**src/include/cte_pkg.sv**
```systemverilog
// Constants and types shared by the T=0 command sequencer
package cte_pkg;
    localparam logic [7:0] CTE_SW1_OK = 8'h90;
    localparam logic [7:0] CTE_SW2_OK = 8'h00;
    localparam logic [7:0] CTE_PB_RELEN = 8'h6c;
    localparam logic [7:0] CTE_PB_MORE = 8'h61;
    localparam logic [7:0] CTE_SW1_WARN = 8'h62;
    localparam logic [7:0] CTE_GR_CLA = 8'h00;
    localparam logic [7:0] CTE_GR_INS = 8'hc0;
    localparam logic [7:0] CTE_GR_PAR = 8'h00;
    localparam logic [7:0] CTE_LEN_ZERO = 8'h00;
    localparam logic [7:0] CTE_BYTE_RST = 8'h00;
    localparam logic [2:0] CTE_HCNT_RST = 3'h0;
    localparam logic [2:0] CTE_HDR_LAST = 3'h4;

    typedef enum logic [1:0] {
        CTE_LIFE_OFF,
        CTE_LIFE_MGMT,
        CTE_LIFE_OPER
    } cte_life_type;

    typedef enum logic [1:0] {
        CTE_ACT_STATUS,
        CTE_ACT_RELEN,
        CTE_ACT_TAKE,
        CTE_ACT_SEND
    } cte_act_type;

    typedef struct packed {
        logic [7:0] cla;
        logic [7:0] ins;
        logic [7:0] p1;
        logic [7:0] p2;
        logic [7:0] p3;
    } cte_hdr_type;

    typedef struct packed {
        logic [7:0] sw1;
        logic [7:0] sw2;
    } cte_sw_type;

    typedef struct packed {
        cte_act_type act;
        cte_sw_type sw;
        logic [7:0] len;
    } cte_ans_type;
endpackage : cte_pkg

```
**src/rtl/cte_sync.sv**
```systemverilog
// Two-stage synchroniser for a level from a pin
`timescale 1ns/1ps
module cte_sync (
    input wire logic i_clk,
    input wire logic i_nrst,
    input wire logic i_async,
    output logic o_sync
);
    logic meta_q;
    logic sync_q;

    always_ff @(posedge i_clk) begin
        if (!i_nrst) begin
            meta_q <= 1'b0;
            sync_q <= 1'b0;
        end else begin
            meta_q <= i_async;
            sync_q <= meta_q;
        end
    end

    assign o_sync = sync_q;
endmodule : cte_sync

```
**src/rtl/cte_seq.sv**
```systemverilog
// T=0 command-response sequencer with card operating states
`timescale 1ns/1ps
// Contract
// - Inactive means powered off; no session and no command handling.
// - Management state reachable from any active state; left once all PINs verified.
// - Operation state entered only after a session activation succeeded.
// - No-data command completes with only the two status bytes.
// - Wrong length gets 6C plus length; resent header gets INS, data, status.
// - Incoming data only after INS echo; then status word returned.
// - Pending response announced as 61 plus count; fetched by GET RESPONSE.
// - GET RESPONSE answered by C0 echo, requested data, then status.
// - Partial fetch ends 61 plus remainder; request never above announced count.
// - Warning 62 after data; zero-length fetch gets 6C with true length.
module cte_seq
    import cte_pkg::*;
(
    input wire logic I_CORE_CLK,
    input wire logic I_NRST,
    input wire logic I_PWR_ON,
    input wire logic I_SESS_OK,
    input wire logic I_APP_SEL_REQ,
    input wire logic I_PIN_ALL_OK,
    input wire logic I_TRM_VALID,
    input wire logic [7:0] I_TRM_BYTE,
    output logic O_TRM_READY,
    output logic O_CRD_VALID,
    output logic [7:0] O_CRD_BYTE,
    input wire logic I_CRD_READY,
    output logic O_HDR_VALID,
    output cte_hdr_type O_HDR,
    input wire logic I_ANS_VALID,
    input wire cte_ans_type I_ANS,
    output logic O_DAT_VALID,
    output logic [7:0] O_DAT_BYTE,
    output logic [7:0] O_RD_IDX,
    input wire logic [7:0] I_RD_BYTE,
    output cte_life_type O_LIFE,
    output logic [7:0] O_PEND_LEN
);
    typedef enum logic [2:0] {
        ST_HDR, ST_ANS, ST_ECHO, ST_RXD, ST_DONE, ST_TXD, ST_SW1, ST_SW2
    } cte_st_type;

    cte_st_type st_q, st_d, nxt_q, nxt_d;
    cte_life_type life_q, life_d;
    cte_hdr_type hdr_q, hdr_d, hdr_full;
    cte_sw_type sw_q, sw_d;
    logic [2:0] hcnt_q, hcnt_d;
    logic [7:0] cnt_q, cnt_d, idx_q, idx_d, pend_len_q, pend_len_d, pend_off_q, pend_off_d;
    logic [7:0] tx_byte_q, tx_byte_d, dat_q, dat_d;
    logic tx_vld_q, tx_vld_d, hdr_vld_q, hdr_vld_d, dat_vld_q, dat_vld_d;
    logic sess_q, sess_d, pwr_s, go, trm_fire, tx_fire, hdr_last, is_gr, gr_take, gr_relen;

    // Status after command data: warning wins, then pending announce
    function automatic cte_sw_type post_sw(input cte_ans_type a);
        if (a.sw.sw1 == CTE_SW1_WARN) begin
            post_sw = a.sw;
        end else if (a.len != CTE_LEN_ZERO) begin
            post_sw = '{sw1: CTE_PB_MORE, sw2: a.len};
        end else begin
            post_sw = a.sw;
        end
    endfunction : post_sw

    cte_sync u_pwr_sync (
        .i_clk(I_CORE_CLK),
        .i_nrst(I_NRST),
        .i_async(I_PWR_ON),
        .o_sync(pwr_s)
    );

    // Card operating states
    assign life_d = !pwr_s ? CTE_LIFE_OFF :
        (life_q == CTE_LIFE_OFF) ? CTE_LIFE_MGMT :
        I_APP_SEL_REQ ? CTE_LIFE_MGMT :
        (life_q == CTE_LIFE_MGMT && I_PIN_ALL_OK && sess_q) ? CTE_LIFE_OPER :
        life_q;
    assign sess_d = pwr_s && (sess_q || I_SESS_OK);

    always_ff @(posedge I_CORE_CLK) begin
        if (!I_NRST) begin
            life_q <= CTE_LIFE_OFF;
            sess_q <= 1'b0;
        end else begin
            life_q <= life_d;
            sess_q <= sess_d;
        end
    end

    // Handshakes and header decode
    assign O_TRM_READY = (life_q != CTE_LIFE_OFF) && (st_q == ST_HDR || st_q == ST_RXD);
    assign trm_fire = I_TRM_VALID && O_TRM_READY;
    assign tx_fire = tx_vld_q && I_CRD_READY;
    assign hdr_full = {hdr_q[31:0], I_TRM_BYTE};
    assign hdr_last = st_q == ST_HDR && trm_fire && hcnt_q == CTE_HDR_LAST;
    assign is_gr = hdr_full.cla == CTE_GR_CLA && hdr_full.ins == CTE_GR_INS
        && hdr_full.p1 == CTE_GR_PAR && hdr_full.p2 == CTE_GR_PAR;
    assign gr_relen = hdr_full.p3 == CTE_LEN_ZERO || hdr_full.p3 > pend_len_q;
    assign gr_take = hdr_last && is_gr && pend_len_q != CTE_LEN_ZERO;

    always_comb begin
        st_d = st_q;
        nxt_d = nxt_q;
        hdr_d = hdr_q;
        sw_d = sw_q;
        hcnt_d = hcnt_q;
        cnt_d = cnt_q;
        idx_d = idx_q;
        pend_len_d = pend_len_q;
        pend_off_d = pend_off_q;
        tx_vld_d = tx_vld_q;
        tx_byte_d = tx_byte_q;
        dat_d = dat_q;
        hdr_vld_d = 1'b0;
        dat_vld_d = 1'b0;
        go = 1'b0;
        unique case (st_q)
            ST_HDR: begin
                if (trm_fire) begin
                    hdr_d = hdr_full;
                    hcnt_d = hcnt_q + 3'h1;
                    if (hdr_last) begin
                        hcnt_d = CTE_HCNT_RST;
                        go = 1'b1;
                        if (gr_take && gr_relen) begin
                            sw_d = '{sw1: CTE_PB_RELEN, sw2: pend_len_q};
                            st_d = ST_SW1;
                        end else if (gr_take) begin
                            st_d = ST_ECHO;
                            nxt_d = ST_TXD;
                            cnt_d = hdr_full.p3;
                            idx_d = pend_off_q;
                            pend_len_d = pend_len_q - hdr_full.p3;
                            pend_off_d = pend_off_q + hdr_full.p3;
                            if (pend_len_q == hdr_full.p3) begin
                                sw_d = '{sw1: CTE_SW1_OK, sw2: CTE_SW2_OK};
                            end else begin
                                sw_d = '{sw1: CTE_PB_MORE, sw2: pend_len_q - hdr_full.p3};
                            end
                        end else begin
                            pend_len_d = CTE_LEN_ZERO;
                            pend_off_d = CTE_LEN_ZERO;
                            hdr_vld_d = 1'b1;
                            st_d = ST_ANS;
                        end
                    end
                end
            end
            ST_ANS: begin
                if (I_ANS_VALID) begin
                    go = 1'b1;
                    sw_d = I_ANS.sw;
                    cnt_d = hdr_q.p3;
                    idx_d = CTE_LEN_ZERO;
                    unique case (I_ANS.act)
                        CTE_ACT_STATUS: st_d = ST_SW1;
                        CTE_ACT_RELEN: begin
                            sw_d = '{sw1: CTE_PB_RELEN, sw2: I_ANS.len};
                            st_d = ST_SW1;
                        end
                        CTE_ACT_TAKE: begin
                            st_d = ST_ECHO;
                            nxt_d = ST_RXD;
                        end
                        CTE_ACT_SEND: begin
                            st_d = ST_ECHO;
                            nxt_d = ST_TXD;
                        end
                    endcase
                end
            end
            ST_ECHO: begin
                if (tx_fire) begin
                    go = 1'b1;
                    if (cnt_q == CTE_LEN_ZERO) begin
                        st_d = (nxt_q == ST_RXD) ? ST_DONE : ST_SW1;
                    end else begin
                        st_d = nxt_q;
                    end
                end
            end
            ST_RXD: begin
                if (trm_fire) begin
                    dat_vld_d = 1'b1;
                    dat_d = I_TRM_BYTE;
                    cnt_d = cnt_q - 8'h01;
                    if (cnt_q == 8'h01) begin
                        st_d = ST_DONE;
                    end
                end
            end
            ST_DONE: begin
                if (I_ANS_VALID) begin
                    go = 1'b1;
                    sw_d = post_sw(I_ANS);
                    st_d = ST_SW1;
                    if (I_ANS.len != CTE_LEN_ZERO) begin
                        pend_len_d = I_ANS.len;
                        pend_off_d = CTE_LEN_ZERO;
                    end
                end
            end
            ST_TXD: begin
                if (!tx_vld_q) begin
                    tx_vld_d = 1'b1;
                    tx_byte_d = I_RD_BYTE;
                end else if (tx_fire) begin
                    tx_vld_d = 1'b0;
                    idx_d = idx_q + 8'h01;
                    cnt_d = cnt_q - 8'h01;
                    if (cnt_q == 8'h01) begin
                        go = 1'b1;
                        st_d = ST_SW1;
                    end
                end
            end
            ST_SW1: begin
                if (tx_fire) begin
                    go = 1'b1;
                    st_d = ST_SW2;
                end
            end
            ST_SW2: begin
                if (tx_fire) begin
                    go = 1'b1;
                    st_d = ST_HDR;
                end
            end
        endcase
        // Load the outgoing byte on entry to the echo or a status-byte state
        if (go) begin
            tx_vld_d = st_d inside {ST_ECHO, ST_SW1, ST_SW2};
            tx_byte_d = (st_d == ST_ECHO) ? hdr_d.ins : (st_d == ST_SW1) ? sw_d.sw1 : sw_d.sw2;
        end
    end

    always_ff @(posedge I_CORE_CLK) begin
        if (!I_NRST || life_d == CTE_LIFE_OFF) begin
            st_q <= ST_HDR;
            nxt_q <= ST_HDR;
            hdr_q <= '0;
            sw_q <= '0;
            hcnt_q <= CTE_HCNT_RST;
            cnt_q <= CTE_BYTE_RST;
            idx_q <= CTE_BYTE_RST;
            pend_len_q <= CTE_LEN_ZERO;
            pend_off_q <= CTE_LEN_ZERO;
            tx_vld_q <= 1'b0;
            tx_byte_q <= CTE_BYTE_RST;
            dat_q <= CTE_BYTE_RST;
            hdr_vld_q <= 1'b0;
            dat_vld_q <= 1'b0;
        end else begin
            st_q <= st_d;
            nxt_q <= nxt_d;
            hdr_q <= hdr_d;
            sw_q <= sw_d;
            hcnt_q <= hcnt_d;
            cnt_q <= cnt_d;
            idx_q <= idx_d;
            pend_len_q <= pend_len_d;
            pend_off_q <= pend_off_d;
            tx_vld_q <= tx_vld_d;
            tx_byte_q <= tx_byte_d;
            dat_q <= dat_d;
            hdr_vld_q <= hdr_vld_d;
            dat_vld_q <= dat_vld_d;
        end
    end

    assign O_CRD_VALID = tx_vld_q;
    assign O_CRD_BYTE = tx_byte_q;
    assign O_HDR_VALID = hdr_vld_q;
    assign O_HDR = hdr_q;
    assign O_DAT_VALID = dat_vld_q;
    assign O_DAT_BYTE = dat_q;
    assign O_RD_IDX = idx_q;
    assign O_LIFE = life_q;
    assign O_PEND_LEN = pend_len_q;
endmodule : cte_seq

```
**config.mk**
```make
export PLATFORM = sky130hd
export DESIGN_NAME = cte_seq
export DESIGN_NICKNAME = d
export VERILOG_FILES = /design/src/include/cte_pkg.sv /design/src/rtl/cte_sync.sv /design/src/rtl/cte_seq.sv
export SDC_FILE = /design/constraint.sdc
export NUM_CORES = 1
export LEC_CHECK = 0
export BUFFER_PORTS_ARGS = -buffer_cell sky130_fd_sc_hd__buf_2
export CORE_ASPECT_RATIO = 0.7
export CORE_MARGIN = 2
export CORE_UTILIZATION = 47
export DETAILED_ROUTE_END_ITERATION = 12
export PLACE_DENSITY = 0.81
export SLEW_MARGIN = 20
export SYNTH_ARGS = -nofsm -noshare
export SYNTH_HDL_FRONTEND = slang
export SYNTH_SLANG_ARGS = --single-unit
export TNS_END_PERCENT = 5
```
**constraint.sdc**
```tcl
create_clock -name I_CORE_CLK -period 7.8 [get_ports I_CORE_CLK]
set_clock_uncertainty 0.05 [all_clocks]
set_input_delay 0.39 -clock I_CORE_CLK [delete_from_list [all_inputs] [get_ports I_CORE_CLK]]
set_output_delay 0.39 -clock I_CORE_CLK [all_outputs]
set_load 0.01 [all_outputs]
```
Yosys cells after proc, flatten, opt, wreduce, memory -nomap -nowiden --
Cells that the tools add are included. W data, S select, Z words.
Operators by class: eq/ne operators 32, bitwise logic cells 4, add/subtract/negate cells 5, mux-type cells 93, magnitude comparators 1, reductions and logical operators 50
Operators by type and width (number):
- $mux W8 | 32
- $mux W16 | 10
- $mux W32 | 2
- $mux W3 | 20
- $pmux W16 S3 | 1
- $logic_not A8 Y1 | 5
- $pmux W8 S2 | 2
- $pmux W8 S4 | 1
- $pmux W3 S8 | 1
- $pmux W8 S3 | 1
- $eq A3 B3 Y1 const B | 7
- $ne A2 B2 Y1 const B | 10
- $pmux W3 S2 | 3
- $reduce_bool A8 Y1 | 2
- $logic_and A1 B1 Y1 | 14
- $mux W1 | 13
- $eq A3 B2 Y1 const B | 4
- $mux W2 | 6
- $reduce_and A9 Y1 | 1
- $add A8 B1 Y8 const B | 1
- $add A8 B8 Y8 | 1
- $eq A8 B1 Y1 const B | 1
- $eq A8 B7 Y1 const B | 1
- $eq A8 B8 Y1 | 1
- other kinds (26) | 45
Word-level totals: output and inout bits 78, flip-flop bits (word level) 121

Logic depth before layout (Yosys ltp) --
Gate-level depths: netlist of run 1.
depth in word-level cells 17, mapped depth 12

Hierarchy --
Synthesis of run 1 repeated with hierarchy kept, for this count alone.
Second synthesis, totals: cells, all modules 854, area total of the unflattened synthesis 6756.5 µm²
Modules (own cells, without submodules):
- cte_seq | area each 6703.9 µm², sequential area each 2382.3 µm², cells each 850, instances 1
- cte_sync | area each 52.6 µm², sequential area each 40.0 µm², cells each 4, instances 1

Least setup slack after synthesis of run 1 --
Ideal clock, no wire load.
kind flip-flop to flip-flop, start reg pend_len_q[0], in the netlist O_PEND_LEN[0], end reg nxt_q[2], arrival 2.572 ns, setup slack 5.047 ns, clock period less this slack 2.753 ns, library setup time 0.130 ns, data required time 7.620 ns, stages on the path, launching flop included 11, buffers on the path 0, cell sequence dfxtp_1 -> inv_1 -> ha_1 -> fa_1 -> nor2b_1 -> o21ai_1 -> a211o_1 -> a21oi_1 -> a21oi_1 -> or4_1 -> nor3b_1
On the way: longest elaborated chain between the ends 5, elaborated cells on any way between the ends 8
Ends and longest elaborated chain:
- from (decl) | line cte_seq.sv:49 | logic [7:0] cnt_q, cnt_d, idx_q, idx_d, pend_len_q, pend_len_d, pend_off_q, pend_off_d;
- from (signal assigned) | line cte_seq.sv:261 | pend_len_q <= pend_len_d;
- $gt A8 B8 Y1 or $reduce_bool A8 Y1 (tied branches) | line cte_seq.sv:98, cte_seq.sv:99
- $logic_or A1 B1 Y1 or $logic_and A1 B1 Y1 (tied branches) | line cte_seq.sv:98, cte_seq.sv:99
- $logic_and A1 B1 Y1 | line cte_seq.sv:125 | if (gr_take && gr_relen) begin
- $ne A2 B2 Y1 (no source line)
- $reduce_and A7 Y1 (no source line) (*)
- to (signal assigned) | line cte_seq.sv:255 | nxt_q <= nxt_d;
- to (decl) | line cte_seq.sv:44 | cte_st_type st_q, st_d, nxt_q, nxt_d;
Mark *: on every way between the ends. The rest lies on a longest branch, timed or not. A chain may end at the register's enable or synchronous reset.

Worst setup path in the final report of run 1 --
start reg pend_len_q[0], in the netlist O_PEND_LEN[0], end reg pend_off_q[7]
On the way: longest elaborated chain between the ends 7, elaborated cells on any way between the ends 12
Ends and longest elaborated chain:
- branches (longest 7 deep; another with $gt A8 B8 Y1)
- to (signal assigned) | line cte_seq.sv:262 | pend_off_q <= pend_off_d;
- to (decl) | line cte_seq.sv:49
Parallel ways; which one is timed is not known. The select of a mux whose other input is x is not followed.

==> results of run 1 <==
[metal layers]
layer  vias to the layer above  global-route usage  routed length, um  share of wire
met5                         -                   0                  0              0
met4                         0              0.0932                633          0.027
met3                        38              0.0896               3020           0.13
met2                       479               0.388               9310           0.40
met1                      3502               0.442              10200           0.44
li1                       3446                   -                  -              -
[worst max path at each step]
stage,endpoint,depth (start not counted)
2_1_floorplan,nxt_q[2],10
3_3_place_gp,pend_off_q[7],10
3_5_place_dp,pend_off_q[7],10
4_1_cts,cnt_q[0],7
5_1_grt,pend_off_q[1],10
6_report,pend_off_q[7],10
[cells by family (layout without fill, tap and decap cells)]
family | Yosys count | count (layout) | synth area share
AO/OA/AOI/OAI | 253 | 253 | 0.244
XOR/XNOR | 15 | 15 | 0.0190
adder cells (fa/ha/maj) | 23 | 23 | 0.0438
buffers and inverters | 70 | 185 | 0.0411
flip-flops | 121 | 121 | 0.350
multiplexers | 14 | 14 | 0.0210
AND/OR/NAND/NOR | 402 | 402 | 0.281
[synth_stat cells, types with 5 or more instances]
library cell / number
dfxtp_1: 121
buf_2: 8
a21oi_1: 93
a221o_1: 8
or3_1: 6
and2_1: 14
nand3_1: 36
a22oi_1: 10
nor2_1: 90
xnor2_1: 11
a221oi_1: 8
nand2_1: 161
nor2b_1: 6
a21o_1: 9
o211ai_1: 12
o21ai_0: 30
nor3b_1: 5
nand2b_1: 7
a31oi_1: 9
and3_1: 13
nor3_1: 16
a211oi_1: 16
ha_1: 21
and4_1: 6
mux2i_1: 10
nor4_1: 12
clkbuf_1: 38
a22o_1: 12
inv_1: 20
o31ai_1: 7
[report_power, final]
| group | internal, mW | total (mW) | switching (mW) |
|---|---|---|---|
| Combinational | 0.0212 | 0.0611 | 0.0399 |
| Sequential | 0.619 | 0.619 | 0.000594 |
| Clock | 0.445 | 0.767 | 0.322 |
| Total | 1.08 | 1.45 | 0.362 |
[cell type report]
class / count / share of cell area
flip-flops and latches: 121 / 0.295
clock inverters: 14 / 0.0169
repair buffers: 133 / 0.0826
multi-input cells: 707 / 0.514
clock buffers: 18 / 0.0523
well taps: 195 / 0.0297
inverters: 20 / 0.00914
[per-stage QoR]
stage	std cells	utilization	cell area [um2]
2_1_floorplan	898	-	6920
3_3_place_gp	1176	0.526	7640
3_5_place_dp	1176	0.526	7640
4_1_cts	1208	0.565	8210
5_1_grt	1208	0.565	8210
6_report	1208	0.565	8210
[sequential cells by signal, summed over array words and instances, names as in the netlist, 2 cells and up]
register / flops
O_PEND_LEN: 8
O_DAT_BYTE: 8
pend_off_q: 8
nxt_q: 3
st_q: 3
O_CRD_BYTE: 8
O_HDR: 40
cnt_q: 8
O_LIFE: 2
O_RD_IDX: 8
hcnt_q: 3
sw_q: 16
==> flow_summary.toml, run 1 <==
[run_status]
status = "finished, final reports clean"

[final_layout]
multi_input_area_um2 = 4220
layout_commonest_cell = "nand2_1"
drive_above_1_share = 0.191
layout.nets = 1074
final_cell_mix = "nand2_1 (160), buf_2 (128), dfxtp_1 (121)"
num-fill-cells = 1361
syn_to_final_growth_pct = 18.7
regArea_um2 = 2420
num_antenna_cells = 0

[setup_path]
worstRegToRegCells = 10
crit_start = "O_PEND_LEN[0]"
cp_top_family = "simple AND/OR/NAND/NOR gates"
path_max_fanout = 13
cp_slowest_cell = "nor2_1"
rr_startpoint = "O_PEND_LEN[0]"
worstPathRequired_ns = 8.09
crit_path_max_incr_delay_ns = 0.79
reg2reg_slack_ns = 4.42
critPathKind = "reg2reg"
path_cells = "inv_1, ha_1, fa_1, nor2b_1, o21ai_1, a211oi_1, nor3_2, nor2_1, nand3_1, a31oi_1"
cp-start-kind = "flop"
crit_buf_inv = 1
crit_path_end_kind = "flop"
crit_arrival_ns = 3.67
reg2reg_to = "pend_off_q[7]"

[global_routing]
grt_max_degree = 85
grt_use_total = 0.292
antenna_found_initial = 0
grt_pass1_wl_um = 35900
grt_overflow = 0
grt_pass1_vias = 6474

[sta]
relSlewSlack = 0.332
worstMarginPinSlew_ns = 0.998
tns_ns = 0
finalHoldViolCount = 0
whs_ns = 0.110
grt_setup_unrepaired = "no"
period_minus_slack_ns = 3.38
finalCritPeriodShare = 0.433
setup_violations = 0
slew_violations = 0
fmax_mhz = 296
fin_ws_ns = 4.42

[clock_tree]
clock-sinks = 121
root_buffer = "clkbuf_16"
cts_tree = "done"
cts_hold_buf = 0
cts_buffers = 17
post_cts_resized = 0
h-tree-depth = 4
clockBufferDepth = 2
clk_pin_slew_ns = 0.06
clkLatencyLatePin_ns = 0.43
postCtsSetupRepairBufs = 0

[synthesis]
synth_edf_count = 0
ys.warnings.count = 0
async_reset_ff_frac = 0
synthesis.nets = 972
synthTopCellsByArea = "dfxtp_1 (35%), nand2_1 (8.7%), a21oi_1 (6.7%)"
synth_area_um2 = 6920
avgSynthCellArea_um2 = 7.70
ys_ff_latch = 121
netlist.area_leader.share = 0.350
synth_top_cell_by_area = "dfxtp_1"
post_synth_num_cell_types = 77
netlist_instances = 898
yosysSeqAreaShare = 0.350
ys.flop_type = "dfxtp_1"

[floorplan]
dieArea_um2 = 15700
die_h_um = 105
initial_core_util = 0.476
ios = 129
die_w_um = 149
row_count = 37
core_area_um2 = 14500

[placed_design]
place_ws_ns = 4.46
placement.io_buffers = 128
place_congestion = 1.04
hpwl_um = 17100

[worst_hold_path]
hold_depth = 2
hp-start = "I_APP_SEL_REQ"
hp-class = "in2reg"
min_to = "O_LIFE[1]"

[route]
route.vias.total = 7465
drt_wl_total_um = 23200
remaining_drc_errors = 0
dr.pass1.iters = 5
wl_per_cell_um = 19.2
drt_iter0_drc = 1006
avgViaCountPerCell = 6.18
drtAntennaViolNets = 0

[power_and_ir_drop]
powerDensity_nw_per_um2 = 176
power_mw = 1.45
p_leak_nw = 3.29
peakVddDrop_mv = 0.133

[flow_run]
maxCapViolations = 0
Note: power is estimated with default switching activity, not from simulation.
==> run 2: changes to the inputs <==
ABC_AREA = 1   (was not set)
clock period = 3.3 ns   (was 7.8 ns; I/O delays follow)
==> run 2 against run 1 <==
Compared with the run above: total power is 140% higher; largest cell class unchanged; wire length about the same; area after synthesis rose by 3.9%; combinational power increased to 2.6 times the previous value; design area is 4.5% higher; utilization up 1.4 points; sequential cell count is the same.
==> flow_summary.toml, run 2 <==
[run_status]
status = "finished, final reports clean"

[route]
dr.pass1.iters = 10
remaining_drc_errors = 0
avgViaCountPerCell = 5.60
drt_wl_total_um = 23200
route.vias.total = 8008
drtAntennaViolNets = 0
wl_per_cell_um = 16.2
drt_iter0_drc = 916

[synthesis]
synth_top_cell_by_area = "dfxtp_1"
netlist_instances = 1093
ys.flop_type = "dfxtp_1"
yosys-top-cells-count = "nand2_1 (257), inv_1 (142), dfxtp_1 (121)"
synth_edf_count = 0
netlist.area_leader.share = 0.337
post_synth_num_cell_types = 55
synth_most_common_cell = "nand2_1"
synthesis.nets = 1167
ys_ff_latch = 121
synthTopCellsByArea = "dfxtp_1 (34%), nand2_1 (13%), a21oi_1 (7.9%)"
ys.warnings.count = 0
yosysSeqAreaShare = 0.337
synth_area_um2 = 7190
avgSynthCellArea_um2 = 6.57
async_reset_ff_frac = 0

[sta]
grt_setup_unrepaired = "no"
relSlewSlack = 0.616
fmax_mhz = 358
period_minus_slack_ns = 2.80
worstMarginPinSlew_ns = 0.577
setup_violations = 0
tns_ns = 0
finalCritPeriodShare = 0.848
finalHoldViolCount = 0
slew_violations = 0

[global_routing]
antenna_found_initial = 1
grt_max_degree = 61
grt_use_total = 0.289
grt_overflow = 0
grt_pass1_wl_um = 36600
grt_pass1_vias = 7152

[setup_path]
critPathKind = "reg2reg"
worstRegToRegCells = 18
cp-start-kind = "flop"
worstPathRequired_ns = 3.60
crit_path_max_incr_delay_ns = 0.46
reg2reg_slack_ns = 0.50
path_max_fanout = 8
path_cells = "inv_1, ha_1, fa_1, inv_1, nand2_1, nand2_1, nand3_1, nand2_1, nand2_1, nor2_1, nand4_1, nand3_1, nor2_1, nand2_1, nand3_1, nand2_1, nand2_1, a21oi_1"
crit_path_frequent_cell = "nand2_1"
crit_path_end_kind = "flop"
crit_arrival_ns = 3.10
cp_slowest_cell = "nor2_1"

[worst_hold_path]
hp-class = "in2reg"
hold_depth = 3

[final_layout]
syn_to_final_growth_pct = 19.4
layout_commonest_cell = "nand2_1"
num-fill-cells = 1416
layout.nets = 1296
finish.utilization = 0.579
final_cell_area_um2 = 8580
final_cell_mix = "nand2_1 (257), inv_1 (141), buf_2 (128)"
largest_reg_flops = 40
num_antenna_cells = 0
stdcell_count = 1430
drive_above_1_share = 0.172

[floorplan]
die_h_um = 107
die_w_um = 152
row_count = 37
ios = 129
initial_core_util = 0.485
dieArea_um2 = 16300
core_area_um2 = 14800

[clock_tree]
clock-sinks = 121
h-tree-depth = 4
clkLatencyLatePin_ns = 0.42
cts_buffers = 17
clockBufferDepth = 2
clk_pin_slew_ns = 0.06
root_buffer = "clkbuf_16"
cts_tree = "done"

[placed_design]
placement.io_buffers = 128
place_inst = 1393
dpl_cell_area_um2 = 7970
place_congestion = 1.00
hpwl_um = 17400

[flow_run]
maxCapViolations = 0

[power_and_ir_drop]
peakVddDrop_mv = 0.301
powerDensity_nw_per_um2 = 398
p_leak_nw = 4.27
==> run 2: cell count changes after synthesis, moves of 12 or more <==
cell	delta
and2_1	-13
and3_1	-12
inv_1	+122
a21oi_1	+21
nand2_1	+96
a211oi_1	-13
clkbuf_1	-18
nand3_1	+35
nor2_1	+22
o21ai_0	+64
==> run 2: logic make-up (layout without fill, tap and decap cells) <==
logic type	count (synthesis)	after routing	synth area share
adders and majority gates	23	23	0.0421
buffers and inverters	180	322	0.102
DFF	121	121	0.337
xor gates and xnor gates	5	5	0.00610
AOI/OAI and AO/OA	255	255	0.197
and+or+nand+nor	509	509	0.316
==> run 2: final timing paths <==
kind,startpoint,endpoint
worst max register to register,O_PEND_LEN[0],O_CRD_BYTE[2]
worst min-delay path,I_ANS[17],sw_q[9]
worst min register to register,u_pwr_sync.meta_q,u_pwr_sync.o_sync
worst max-delay path,O_PEND_LEN[0],O_CRD_BYTE[2]
==> run 2: per-layer routing <==
metal / part of all wire / vias to the layer above / track usage
met4: 0.019 / 2 / 0.0813
li1: - / 3852 / -
met2: 0.42 / 476 / 0.425
met3: 0.11 / 45 / 0.0754
met5: 0.00047 / - / 0
met1: 0.45 / 3633 / 0.415
==> run 2: cell type report <==
cell class | count | area (um2) | share of cell area
Clock buffer | 18 | 439 | 0.0512
Clock inverter | 14 | 124 | 0.0144
Inverter | 150 | 577 | 0.0672
Multi-Input combinational cell | 792 | 4030 | 0.470
Sequential cell | 121 | 2420 | 0.282
Tap cell | 195 | 244 | 0.0284
Timing Repair Buffer | 140 | 743 | 0.0866
==> run 2: repair_timing <==
item	in CTS	in global routing
hold endpoints to repair	5	0
hold buffers	5	0
resized for setup	0	0
setup buffers	0	0
==> run 2: metrics by stage <==
step / hold WS [ns] / worst slack, ns / power (mW)
after floorplan: 0.194 / 0.858 / 1.57
after global placement: 0.298 / 0.649 / 1.65
after detailed placement: 0.301 / 0.573 / 1.65
after CTS: 0.0103 / 0.541 / 3.42
after global routing: 0.0298 / 0.210 / 3.51
final: 0.00849 / 0.503 / 3.41
==> run 2: worst max-delay path, delay by kind of cell (launching register included) <==
| kind | cells | cell delay, ns |
|---|---|---|
| fa+ha+maj | 2 | 0.62 |
| simple gates | 13 | 1.44 |
| buf+inv | 2 | 0.14 |
| flops | 1 | 0.37 |
| compound gates | 1 | 0.12 |
==> run 2: power breakdown <==
part	total [mW]	internal (mW)	switching (mW)
clock	1.79	1.06	0.732
combinational	0.158	0.0574	0.101
sequential	1.47	1.46	0.00209
